## src/logic/wdg_pkg.sv

```systemverilog
// constants, encodings and timing for the windowed watchdog block
package wdg_pkg;

  // register map: the printed offset is an index, byte address is four times it
  localparam logic [7:0] WDG_CTRL_INDEX = 8'h2a;
  localparam logic [9:0] WDG_CTRL_ADDR = {WDG_CTRL_INDEX, 2'b00};
  localparam logic [7:0] WDG_CTRL_RESET = 8'h7f;
  localparam int ACT_BIT = 7;
  localparam int TOP_BIT = 6;
  localparam int BYTE_LANE = 0;

  // counter trip point: stepping from this value clears the top bit
  localparam logic [6:0] CNT_TRIP = 7'h40;

  // prescaler figures: full period and unit in oscillator periods, short base in units of 64 periods
  localparam int PRESCALE_PERIOD = 16384;
  localparam int SHORT_BASE = 192;
  localparam int PERIOD_UNIT = 64;
  localparam logic [5:0] ACC_STEP = 6'h04;

  // clock and reset pulse timing
  localparam int CLK_PERIOD_NS = 8;
  localparam int RST_PULSE_NS = 500;
  localparam int RST_PULSE_CYCLES = (RST_PULSE_NS + CLK_PERIOD_NS - 1) / CLK_PERIOD_NS;
  localparam logic [5:0] RST_PULSE_CNT = 6'(RST_PULSE_CYCLES);

  // restart delays after a wake-up, in cpu clocks
  localparam int WAKE_SHORT = 256;
  localparam int WAKE_LONG = 4096;
  localparam logic [12:0] WAKE_SHORT_LAST = 13'(WAKE_SHORT - 1);
  localparam logic [12:0] WAKE_LONG_LAST = 13'(WAKE_LONG - 1);

  // low-power state of the watchdog
  typedef enum logic [2:0] {
    MODE_RUN = 3'b000,
    MODE_HALT_ONE = 3'b001,
    MODE_HALT_STOP = 3'b010,
    MODE_ACTIVE_HALT = 3'b011,
    MODE_WAKE_DELAY = 3'b100
  } mode_t;

  // timebase dependent constants
  function automatic logic [5:0] tb_msb(input logic [1:0] sel);
    case (sel)
      2'h0: tb_msb = 6'h04;
      2'h1: tb_msb = 6'h08;
      2'h2: tb_msb = 6'h14;
      default: tb_msb = 6'h31;
    endcase
  endfunction

  function automatic logic [5:0] tb_lsb(input logic [1:0] sel);
    case (sel)
      2'h0: tb_lsb = 6'h3b;
      2'h1: tb_lsb = 6'h35;
      2'h2: tb_lsb = 6'h23;
      default: tb_lsb = 6'h36;
    endcase
  endfunction

endpackage

```

## src/logic/windowed_watchdog_timer.sv

```systemverilog
// windowed watchdog timer with avalon-mm register access and low-power handling
//
// Decided for this implementation: register access over Avalon-MM.
`timescale 1ns/1ns
`default_nettype none

// What this block does
// - counter steps down about every 16384 oscillator periods, activated or not
// - stepping from 40h to 3Fh while activated issues a system reset
// - activation bit only set by software, cleared only by reset
// - reset loads control register with activation clear and counter 7Fh
// - hardware watchdog option keeps the watchdog always active
// - first step follows a write after a period-dependent delay
// - timebase picks constants; periodically one shortened prescaler period occurs
// - halt with irq enable 0, option 0: one step, then stop, no reset
// - external interrupt from that halt resumes counting after 256 or 4096 clocks
// - reset ending that halt returns the watchdog to disabled state, except with the hardware watchdog option
// - halt with irq enable 0 and halt-reset option 1 issues a reset
// - halt with irq enable 1 freezes counter; any interrupt resumes at once
// - reset ending active-halt resumes counting after 256 or 4096 clocks
// - writing activation set with top bit clear resets immediately
// - watchdog reset drives the reset pin low for about 500 ns
module windowed_watchdog_timer (
  input wire logic mclk_in,
  input wire logic rst_in,
  input wire logic clk_en_in,
  input wire logic [9:0] avs_address_in,
  input wire logic avs_read_in,
  input wire logic avs_write_in,
  input wire logic [31:0] avs_writedata_in,
  input wire logic [3:0] avs_byteenable_in,
  output logic [31:0] avs_readdata_out,
  output logic avs_waitrequest_out,
  input wire logic osc_div_tick_in,
  input wire logic [1:0] timebase_select_in,
  input wire logic osc_irq_enable_in,
  input wire logic halt_instr_in,
  input wire logic ext_irq_in,
  input wire logic osc_irq_in,
  input wire logic hw_watchdog_opt_in,
  input wire logic halt_reset_option_in,
  input wire logic long_wake_opt_in,
  output logic reset_n_out,
  output logic wd_halted_out
);
  import wdg_pkg::*;

  // the whole state of the block apart from the prescaler
  typedef struct packed {
    logic [1:0] hw_sync;
    logic [1:0] halt_opt_sync;
    logic [1:0] long_wake_sync;
    logic act;
    logic [6:0] cnt;
    mode_t mode;
    logic [12:0] dly;
    logic [5:0] pulse;
    logic rst_n;
    logic halted;
    logic wait_req;
    logic [7:0] rdata;
  } wdg_state_t;

  wdg_state_t s_q;
  wdg_state_t s_d;
  logic step;
  logic run;

  // the prescaler keeps running in normal mode and for the single halt step
  assign run = (s_q.mode == MODE_RUN) || (s_q.mode == MODE_HALT_ONE);

  wdg_prescaler u_prescaler (
    .mclk_in(mclk_in),
    .rst_in(rst_in),
    .clk_en_in(clk_en_in),
    .osc_tick_in(osc_div_tick_in),
    .run_in(run),
    .timebase_select_in(timebase_select_in),
    .step_out(step)
  );

  // next-state logic: bus slave, counter, low-power modes and reset pulse
  always_comb begin
    logic hw_opt;
    logic halt_opt;
    logic req;
    logic take;
    logic hit;
    logic wr_hit;
    logic new_act;
    logic trip;
    logic [12:0] wake_last;
    hw_opt = s_q.hw_sync[1];
    halt_opt = s_q.halt_opt_sync[1];
    req = 1'b0;
    take = 1'b0;
    hit = 1'b0;
    wr_hit = 1'b0;
    new_act = 1'b0;
    trip = 1'b0;
    wake_last = s_q.long_wake_sync[1] ? WAKE_LONG_LAST : WAKE_SHORT_LAST;
    s_d = s_q;
    if (clk_en_in) begin
      // option straps come from pins, so they pass two flip-flops first
      s_d.hw_sync = {s_q.hw_sync[0], hw_watchdog_opt_in};
      s_d.halt_opt_sync = {s_q.halt_opt_sync[0], halt_reset_option_in};
      s_d.long_wake_sync = {s_q.long_wake_sync[0], long_wake_opt_in};

      // avalon slave: one wait cycle, then the access completes
      req = avs_read_in || avs_write_in;
      hit = (avs_address_in == WDG_CTRL_ADDR);
      take = req && !s_q.wait_req;
      wr_hit = take && avs_write_in && hit && avs_byteenable_in[BYTE_LANE];
      if (req && s_q.wait_req) begin
        s_d.wait_req = 1'b0;
        // unmapped addresses read as zero
        s_d.rdata = hit ? {s_q.act, s_q.cnt} : 8'h00;
      end else begin
        s_d.wait_req = 1'b1;
      end

      // counter: a software refresh wins over a step in the same cycle
      if (wr_hit) begin
        new_act = s_q.act | avs_writedata_in[ACT_BIT];
        s_d.act = new_act;
        s_d.cnt = avs_writedata_in[6:0];
        // top bit written clear while active: immediate software reset
        trip = (new_act || hw_opt) && !avs_writedata_in[TOP_BIT];
      end else if (step) begin
        s_d.cnt = s_q.cnt - 7'h01;
        // counter step resets are only issued in normal mode; the halt step is harmless
        trip = (s_q.act || hw_opt) && (s_q.cnt == CNT_TRIP) && (s_q.mode == MODE_RUN);
      end

      // low-power sequencing
      case (s_q.mode)
        MODE_RUN: begin
          if (halt_instr_in) begin
            if (osc_irq_enable_in) begin
              s_d.mode = MODE_ACTIVE_HALT;
            end else if (halt_opt) begin
              trip = 1'b1;
            end else begin
              s_d.mode = MODE_HALT_ONE;
            end
          end
        end
        MODE_HALT_ONE: begin
          if (ext_irq_in) begin
            s_d.mode = MODE_WAKE_DELAY;
            s_d.dly = 13'h0000;
          end else if (step) begin
            s_d.mode = MODE_HALT_STOP;
          end
        end
        MODE_HALT_STOP: begin
          if (ext_irq_in) begin
            s_d.mode = MODE_WAKE_DELAY;
            s_d.dly = 13'h0000;
          end
        end
        MODE_ACTIVE_HALT: begin
          if (osc_irq_in || ext_irq_in) begin
            s_d.mode = MODE_RUN;
          end
        end
        MODE_WAKE_DELAY: begin
          // counted in cpu clocks, taken here as the block clock
          if (s_q.dly >= wake_last) begin
            s_d.mode = MODE_RUN;
            s_d.dly = 13'h0000;
          end else begin
            s_d.dly = s_q.dly + 13'h0001;
          end
        end
        default: begin
          s_d.mode = MODE_RUN;
        end
      endcase

      // reset pulse on the pin; a second trip during the pulse is absorbed
      if (s_q.pulse != 6'h00) begin
        s_d.pulse = s_q.pulse - 6'h01;
      end else if (trip) begin
        s_d.pulse = RST_PULSE_CNT;
      end
      s_d.rst_n = (s_d.pulse == 6'h00);
      s_d.halted = (s_d.mode != MODE_RUN);
    end
  end

  // every reset comes back as a full restart: activation clear, count 7Fh, then the restart delay
  always_ff @(posedge mclk_in or posedge rst_in) begin
    if (rst_in) begin
      s_q <= '{
        hw_sync: 2'b00,
        halt_opt_sync: 2'b00,
        long_wake_sync: 2'b00,
        act: WDG_CTRL_RESET[ACT_BIT],
        cnt: WDG_CTRL_RESET[6:0],
        mode: MODE_WAKE_DELAY,
        dly: 13'h0000,
        pulse: 6'h00,
        rst_n: 1'b1,
        halted: 1'b1,
        wait_req: 1'b1,
        rdata: 8'h00
      };
    end else begin
      s_q <= s_d;
    end
  end

  // outputs straight from the state flip-flops
  assign avs_readdata_out = {24'h000000, s_q.rdata};
  assign avs_waitrequest_out = s_q.wait_req;
  assign reset_n_out = s_q.rst_n;
  assign wd_halted_out = s_q.halted;
endmodule
`default_nettype wire

```

## src/logic/wdg_prescaler.sv

```systemverilog
// oscillator prescaler that paces the watchdog counter steps
`timescale 1ns/1ns
`default_nettype none
module wdg_prescaler (
  input wire logic mclk_in,
  input wire logic rst_in,
  input wire logic clk_en_in,
  input wire logic osc_tick_in,
  input wire logic run_in,
  input wire logic [1:0] timebase_select_in,
  output logic step_out
);
  import wdg_pkg::*;

  typedef struct packed {
    logic [13:0] pre;
    logic [5:0] acc;
    logic step;
  } pre_state_t;

  localparam logic [13:0] FULL_LAST = 14'(PRESCALE_PERIOD - 1);

  pre_state_t s_q;
  pre_state_t s_d;

  // period ends count oscillator ticks; every msb/4 periods one is shortened
  always_comb begin
    logic [6:0] acc_sum;
    logic [14:0] short_len;
    acc_sum = 7'h00;
    short_len = 15'h0000;
    s_d = s_q;
    if (clk_en_in) begin
      s_d.step = 1'b0;
      if (osc_tick_in && run_in) begin
        if (s_q.pre == 14'h0000) begin
          s_d.step = 1'b1;
          acc_sum = {1'b0, s_q.acc} + {1'b0, ACC_STEP};
          // timebase changes only take hold here, at a period end
          if (acc_sum >= {1'b0, tb_msb(timebase_select_in)}) begin
            s_d.acc = 6'(acc_sum - {1'b0, tb_msb(timebase_select_in)});
            short_len = 15'((SHORT_BASE + int'(tb_lsb(timebase_select_in))) * PERIOD_UNIT);
            s_d.pre = 14'(short_len - 15'h0001);
          end else begin
            s_d.acc = acc_sum[5:0];
            s_d.pre = FULL_LAST;
          end
        end else begin
          s_d.pre = s_q.pre - 14'h0001;
        end
      end
    end
  end

  // prescaler is never cleared by a write, so the first step after one lands anywhere in a period
  always_ff @(posedge mclk_in or posedge rst_in) begin
    if (rst_in) begin
      s_q <= '{pre: 14'h3fff, acc: 6'h00, step: 1'b0};
    end else begin
      s_q <= s_d;
    end
  end

  assign step_out = s_q.step;
endmodule
`default_nettype wire

```

## config.mk

```make
export PLATFORM = sky130hd
export DESIGN_NAME = windowed_watchdog_timer
export DESIGN_NICKNAME = d
export VERILOG_FILES = /design/src/logic/wdg_pkg.sv /design/src/logic/windowed_watchdog_timer.sv /design/src/logic/wdg_prescaler.sv
export SDC_FILE = /design/constraint.sdc
export NUM_CORES = 1
export LEC_CHECK = 0
export BUFFER_PORTS_ARGS = -buffer_cell sky130_fd_sc_hd__clkbuf_2
export CAP_MARGIN = 40
export CORE_AREA = 2 2 112 114
export DETAILED_ROUTE_END_ITERATION = 12
export DIE_AREA = 0 0 114 116
export GPL_TIMING_DRIVEN = 0
export PLACE_DENSITY = 0.7
export SYNTH_ARGS = -nofsm -noshare
export SYNTH_HDL_FRONTEND = slang
export SYNTH_SLANG_ARGS = --single-unit
```

## constraint.sdc

```tcl
create_clock -name mclk_in -period 2.37 [get_ports mclk_in]
set_clock_uncertainty 0.05 [all_clocks]
set_input_delay 0.1185 -clock mclk_in [delete_from_list [all_inputs] [get_ports mclk_in]]
set_output_delay 0.1185 -clock mclk_in [all_outputs]
set_load 0.1 [all_outputs]
```

== Yosys cells after proc, flatten, opt, wreduce, memory -nomap -nowiden ==
Index checks and enable logic that the tools add are counted.

* Flip-flop bits (word level): 68
* Latch bits: 0
* Bits in writable memories: 0
* ROM bits: 0
* Input port bits: 61
* Word-level logic and storage cells: 111
* Memories: 0

* Add/sub/neg operators: 8
* Multipliers: 0
* Divide/modulo/power cells: 0
* $lt $le $gt $ge: 2
* Eq/ne operators: 10
* Shifts and indexed selects: 0
* Muxes and demuxes: 45
* Bitwise logic cells: 1
* Reduce and logical (&&, ||, !) cells: 30

{| class="wikitable"
|+ Operators with widths
! operator !! count
|-
| 6-bit 2-to-1 mux || 14
|-
| 13-bit one-hot mux with 3 select lines || 1
|-
| 14-bit by 1-bit subtractor with 14-bit output, second input constant || 2
|-
| 13-bit 2-to-1 mux || 2
|-
| 3-bit 2-to-1 mux || 8
|-
| 20-bit 2-to-1 mux || 1
|-
| 6-bit one-hot mux with 3 select lines || 1
|-
| 16-bit 2-to-1 mux || 1
|-
| 3-bit one-hot mux with 5 select lines || 1
|-
| 5-bit one-hot mux with 3 select lines || 1
|-
| 14-bit logical NOT || 1
|-
| 14-bit 2-to-1 mux || 1
|-
| 7-bit 2-to-1 mux || 2
|-
| 13-bit by 1-bit adder with 13-bit output, second input constant || 1
|-
| 13-bit by 12-bit >= comparator with 1-bit output || 1
|-
| 12-bit 2-to-1 mux || 1
|-
| 10-bit by 8-bit == test with 1-bit output, second input constant || 1
|-
| 1-bit 2-to-1 mux || 10
|-
| 1-bit logical AND || 9
|-
| 8-bit by 6-bit adder with 8-bit output, first input constant || 1
|-
| 8-bit 2-to-1 mux || 1
|-
| 2-bit AND reduction || 4
|-
| 6-bit by 3-bit adder with 7-bit output, second input constant || 1
|-
| 7-bit == test, second input constant || 1
|-
| 21 further kinds || 29
|}

== Depth between registers and ports, before layout ==
* Depth in word-level cells: 15
* Gate-level depth with buffers: 10

== By module ==
From an unflattened synthesis, not the netlist that was laid out.

* Cells, all modules: 471
* Area total of the unflattened synthesis: 4369.2 sq um

{| class="wikitable"
|+ By module, submodules not included
! module !! times used !! cells each !! area each (sq um)
|-
| windowed_watchdog_timer || 1 || 317 || 2940.3
|-
| wdg_prescaler || 1 || 154 || 1428.9
|}

== Worst setup path after synthesis ==
OpenSTA, ideal clock, no wires.

* Path type: reg2reg
* From: reg u_prescaler.s_q[3] in the netlist's numbering
* To: reg u_prescaler.s_q[5] in the netlist's numbering
* Library setup time: 131 ps
* Arrival time: 2281 ps
* Data required time: 2189 ps
* Setup slack: -92 ps
* Cell stages (with the launch flop): 10
* Clock period less this slack: 2462 ps
* Path through: dfrtp_1 > ha_1 > xor2_1 > ha_1 > nand2_1 > o31ai_1 > a21oi_1 > buf_1 > a31o_1 > or3_1

* Longest elaborated chain between the ends: 3

{| class="wikitable"
|+ RTL lines
! what !! RTL line !! source
|-
| from (decl) || wdg_prescaler.sv:23 || <nowiki>pre_state_t s_q;</nowiki>
|-
| from (signal assigned) || wdg_prescaler.sv:58 || <nowiki>s_q <= '{pre: 14'h3fff, acc: 6'h00, step: 1'b0};</nowiki>
|-
| 6-bit by 3-bit adder with 7-bit output (*) || wdg_prescaler.sv:38 || <nowiki>acc_sum = {1'b0, s_q.acc} + {1'b0, ACC_STEP};</nowiki>
|-
| 6-bit subtractor or 7-bit by 6-bit >= comparator with 1-bit output (tied branches) || wdg_prescaler.sv:41, wdg_prescaler.sv:40 ||
|-
| 20-bit 2-to-1 mux (*) || wdg_prescaler.sv:40 || <nowiki>if (acc_sum >= {1'b0, tb_msb(timebase_select_in)}) begin</nowiki>
|}

Mark *: on every way between the ends. The rest lies on a longest branch, timed or not.
A chain may end at the register's enable or synchronous reset.

== Worst setup path in the final report ==
* From: reg u_prescaler.s_q[4] in the netlist's numbering
* To: reg u_prescaler.s_q[5] in the netlist's numbering

The elaborated chain is that of the path after synthesis.

==> qor.yml <==
status:
  status: "completed"
drt:
  routed_wl_um: 10500
  via_per_inst: 5.47
  post_drt_wl_per_cell_um: 14.3
  ant_nets: 0
  first_pass_iters: 5
  drc: 0
  vias: 3993
  drt-initial-drc-count: 205
job:
  max-cap-violations: 0
final_layout:
  stdcell_area_um2: 5430
  final_common_cell: "clkbuf_2"
  area_delta_synth_final_pct: 21.8
  final_cells: 730
  mostFrequentLayoutCells: "clkbuf_2 (45), dfrtp_1 (43), buf_4 (40)"
  n_antenna_cell: 0
  drive_above_1_share_pct: 27.8
  nets: 657
  fin_util_pct: 45.6
power_and_ir_drop:
  power_per_cell_area_nw_per_um2: 774
  sw_frac_of_total_pct: 36.0
  switchingPower_uw: 1510
  leakagePower_uw: 0.00242
  seqPwrFrac_pct: 38.6
  p_clk_share_pct: 32.1
  p_comb_share_pct: 29.3
  p_int_uw: 2690
  ir_drop_mv: 0.325
worst_setup_path:
  worstPathRequired_ns: 2.53
  critical_path_class: "reg -> reg"
  cp_max_fo: 8
  cp-end-kind: "flop"
  arrival_ns: 2.51
  cp-start-kind: "flop"
place:
  pre_cts_ws_ns: -0.312
  place_inst: 703
  gp_congestion: 0.821
  port_buffers: 44
  hpwl_um: 7570
  place_area_um2: 4980
floorplan:
  row_count: 40
  ios: 96
  core_um2: 11900
  die_area_um2: 13200
  die_h_um: 116
  start_util_pct: 37.4
  die_w_um: 114
global_routing:
  grt_pass1_vias: 3808
  overflow: 0
  track_usage_pct: 16.3
  antenna_found_initial: 0
  grt_max_degree: 60
  grt_first_pass_wirelength_um: 17600
yosys:
  yosysWarnings: 0
  yosysSeqAreaShare_pct: 38.9
  synthesis.area_um2: 4460
  ys_ff_latch: 68
  async_flop_share_pct: 100
  synth_enable_flop_cells: 0
  synth_top_area_share_pct: 24.2
  synth.distinct_cells: 71
  synthFlopType: "dfrtp_1"
  synth_area_leaders: "dfrtp_1 (24%), dfstp_2 (15%), buf_4 (5.6%)"
  syn_area_per_cell_um2: 9.13
  postSynthCellCount: 488
  synth_top_area_cell: "dfrtp_1"
cts:
  htreeDepth: 3
  clock_latency_ns: 0.33
  clkSlewWorstSetupHoldPaths_ns: 0.06
  cts_max_path_buffers: 2
  cts_tree: "yes"
  cts_root_buf: "clkbuf_16"
  cts-buffers-inserted: 9
  clock-sinks: 68
min_path:
  hold_path.class: "in -> reg"
sta:
  min_period_over_period_pct: 99.5
  worst_slew_pin_slew_ns: 0.774
  slew_viol_final: 0
  setup_viol: 0
  finalWorstSetupSlack_ns: 0.0114
  clock.fmax_ghz: 0.424
  post-route-min-period_ns: 2.36
  hold_viol: 0
  grt_setup_unrepaired: "yes"
  slew_headroom_pct: 48.2
  tns_ns: 0
==> what timing repair did <==
item	in CTS	in global routing
hold buffers	5	0
hold endpoints to repair	54	0
pin swaps	5	2
buffers inserted	6	1
endpoints found under the setup margin	10	7
gates resized for setup	9	3
==> state kept, by name, indices dropped and copies added (netlist names) <==
signal / cells
u_prescaler.s_q: 20
u_prescaler.step_out: 1
s_q: 36
avs_readdata_out: 8
avs_waitrequest_out: 1
reset_n_out: 1
wd_halted_out: 1
==> stage by stage <==
stage | power (uW) | hold slack [ns]
3_3_place_gp | 2760 | 0.306
6_report | 4200 | 0.0406
2_1_floorplan | 2570 | 0.220
5_1_grt | 4430 | 0.0553
4_1_cts | 4220 | 0.0324
3_5_place_dp | 2820 | -0.0152
==> critical path, cell delays in order (launching register included) <==
cell and delay (ns):
dfrtp_1 0.41, ha_4 0.18, xor2_1 0.14, ha_1 0.38, nand2_2 0.10, o31ai_4 0.24
a21oi_2 0.11, buf_6 0.15, a31o_1 0.19, or3_1 0.29
==> final timing paths <==
kind                                                startpoint                        endpoint  slack, ns  depth (start not counted)
worst max-delay path            u_prescaler.s_q[4]$_DFFE_PP0P_  u_prescaler.s_q[5]$_DFFE_PP0P_       0.01                          9
worst min-delay path                       avs_writedata_in[4]             s_q[37]$_DFFE_PP1P_       0.04                          3
worst max register to register  u_prescaler.s_q[4]$_DFFE_PP0P_  u_prescaler.s_q[5]$_DFFE_PP0P_       0.01                          9
worst min register to register         reset_n_out$_DFFE_PP1P_         reset_n_out$_DFFE_PP1P_       0.43                          1
max in group asynchronous                               rst_in             s_q[37]$_DFFE_PP1P_       1.52                          4
min in group asynchronous                               rst_in  u_prescaler.s_q[5]$_DFFE_PP0P_       0.19                          3
==> cell usage after synthesis, drive strengths merged (2+ instances only) <==
| library cell | count |
|---|---|
| o22ai | 9 |
| nor4 | 6 |
| mux2 | 5 |
| clkbuf | 9 |
| a31o | 3 |
| nor3 | 19 |
| or2 | 2 |
| inv | 27 |
| o211a | 2 |
| o31ai | 6 |
| o21a | 6 |
| mux2i | 6 |
| nand3b | 2 |
| and3 | 6 |
| nor3b | 4 |
| a21oi | 29 |
| nand3 | 24 |
| a31oi | 14 |
| nand4 | 12 |
| a2111oi | 2 |
| and4b | 3 |
| dfrtp | 43 |
| or3 | 8 |
| xnor2 | 7 |
| buf | 44 |
| o41ai | 2 |
| and2 | 3 |
| dfstp | 25 |
| nor4b | 4 |
| nand2b | 7 |
| nand2 | 31 |
| o2111ai | 4 |
| a22oi | 3 |
| nor2b | 5 |
| a22o | 9 |
| o21ai | 24 |
| ha | 18 |
| a32oi | 4 |
| xor2 | 3 |
| nor2 | 29 |
==> area by class of cell <==
| cell class | count | area [um2] |
|---|---|---|
| multi-input combinational | 362 | 2410 |
| clock buffer | 10 | 239 |
| clock inverter | 6 | 63.8 |
| buffer | 52 | 343 |
| inverter | 28 | 108 |
| timing repair buffer | 57 | 350 |
| tap | 147 | 184 |
| sequential | 68 | 1730 |
| fill | 1116 | 6480 |
==> kinds of logic after synthesis <==
kind of cell	after synthesis	synth area share, %
AND/OR/NAND/NOR	172	21.8
AO/OA/AOI/OAI	127	19.6
buffers and inverters	81	9.94
flip-flops	68	38.9
adder cells (fa/ha/maj)	18	5.05
multiplexers	11	2.61
XOR/XNOR	10	1.97
other	1	0.0842
==> power groups by stage <==
| stage | logic [uW] | registers (uW) | clock network (uW) |
|---|---|---|---|
| after detailed placement | 1190 | 1630 | 0 |
| after global placement | 1140 | 1620 | 0 |
| after CTS | 1230 | 1620 | 1380 |
| after global routing | 1350 | 1650 | 1430 |
| final | 1230 | 1620 | 1350 |
| after floorplan | 903 | 1670 | 0 |
==> routing by layer <==
layer  vias up  GRT usage, %  part of all wire (%)
met5         -             0                     0
met4         0          5.28                   1.5
met3        16          3.19                   4.0
met2       110          27.6                    50
met1      1940          20.9                    44
li1       1927             -                     -
Note: power is estimated with default switching activity, not from simulation.
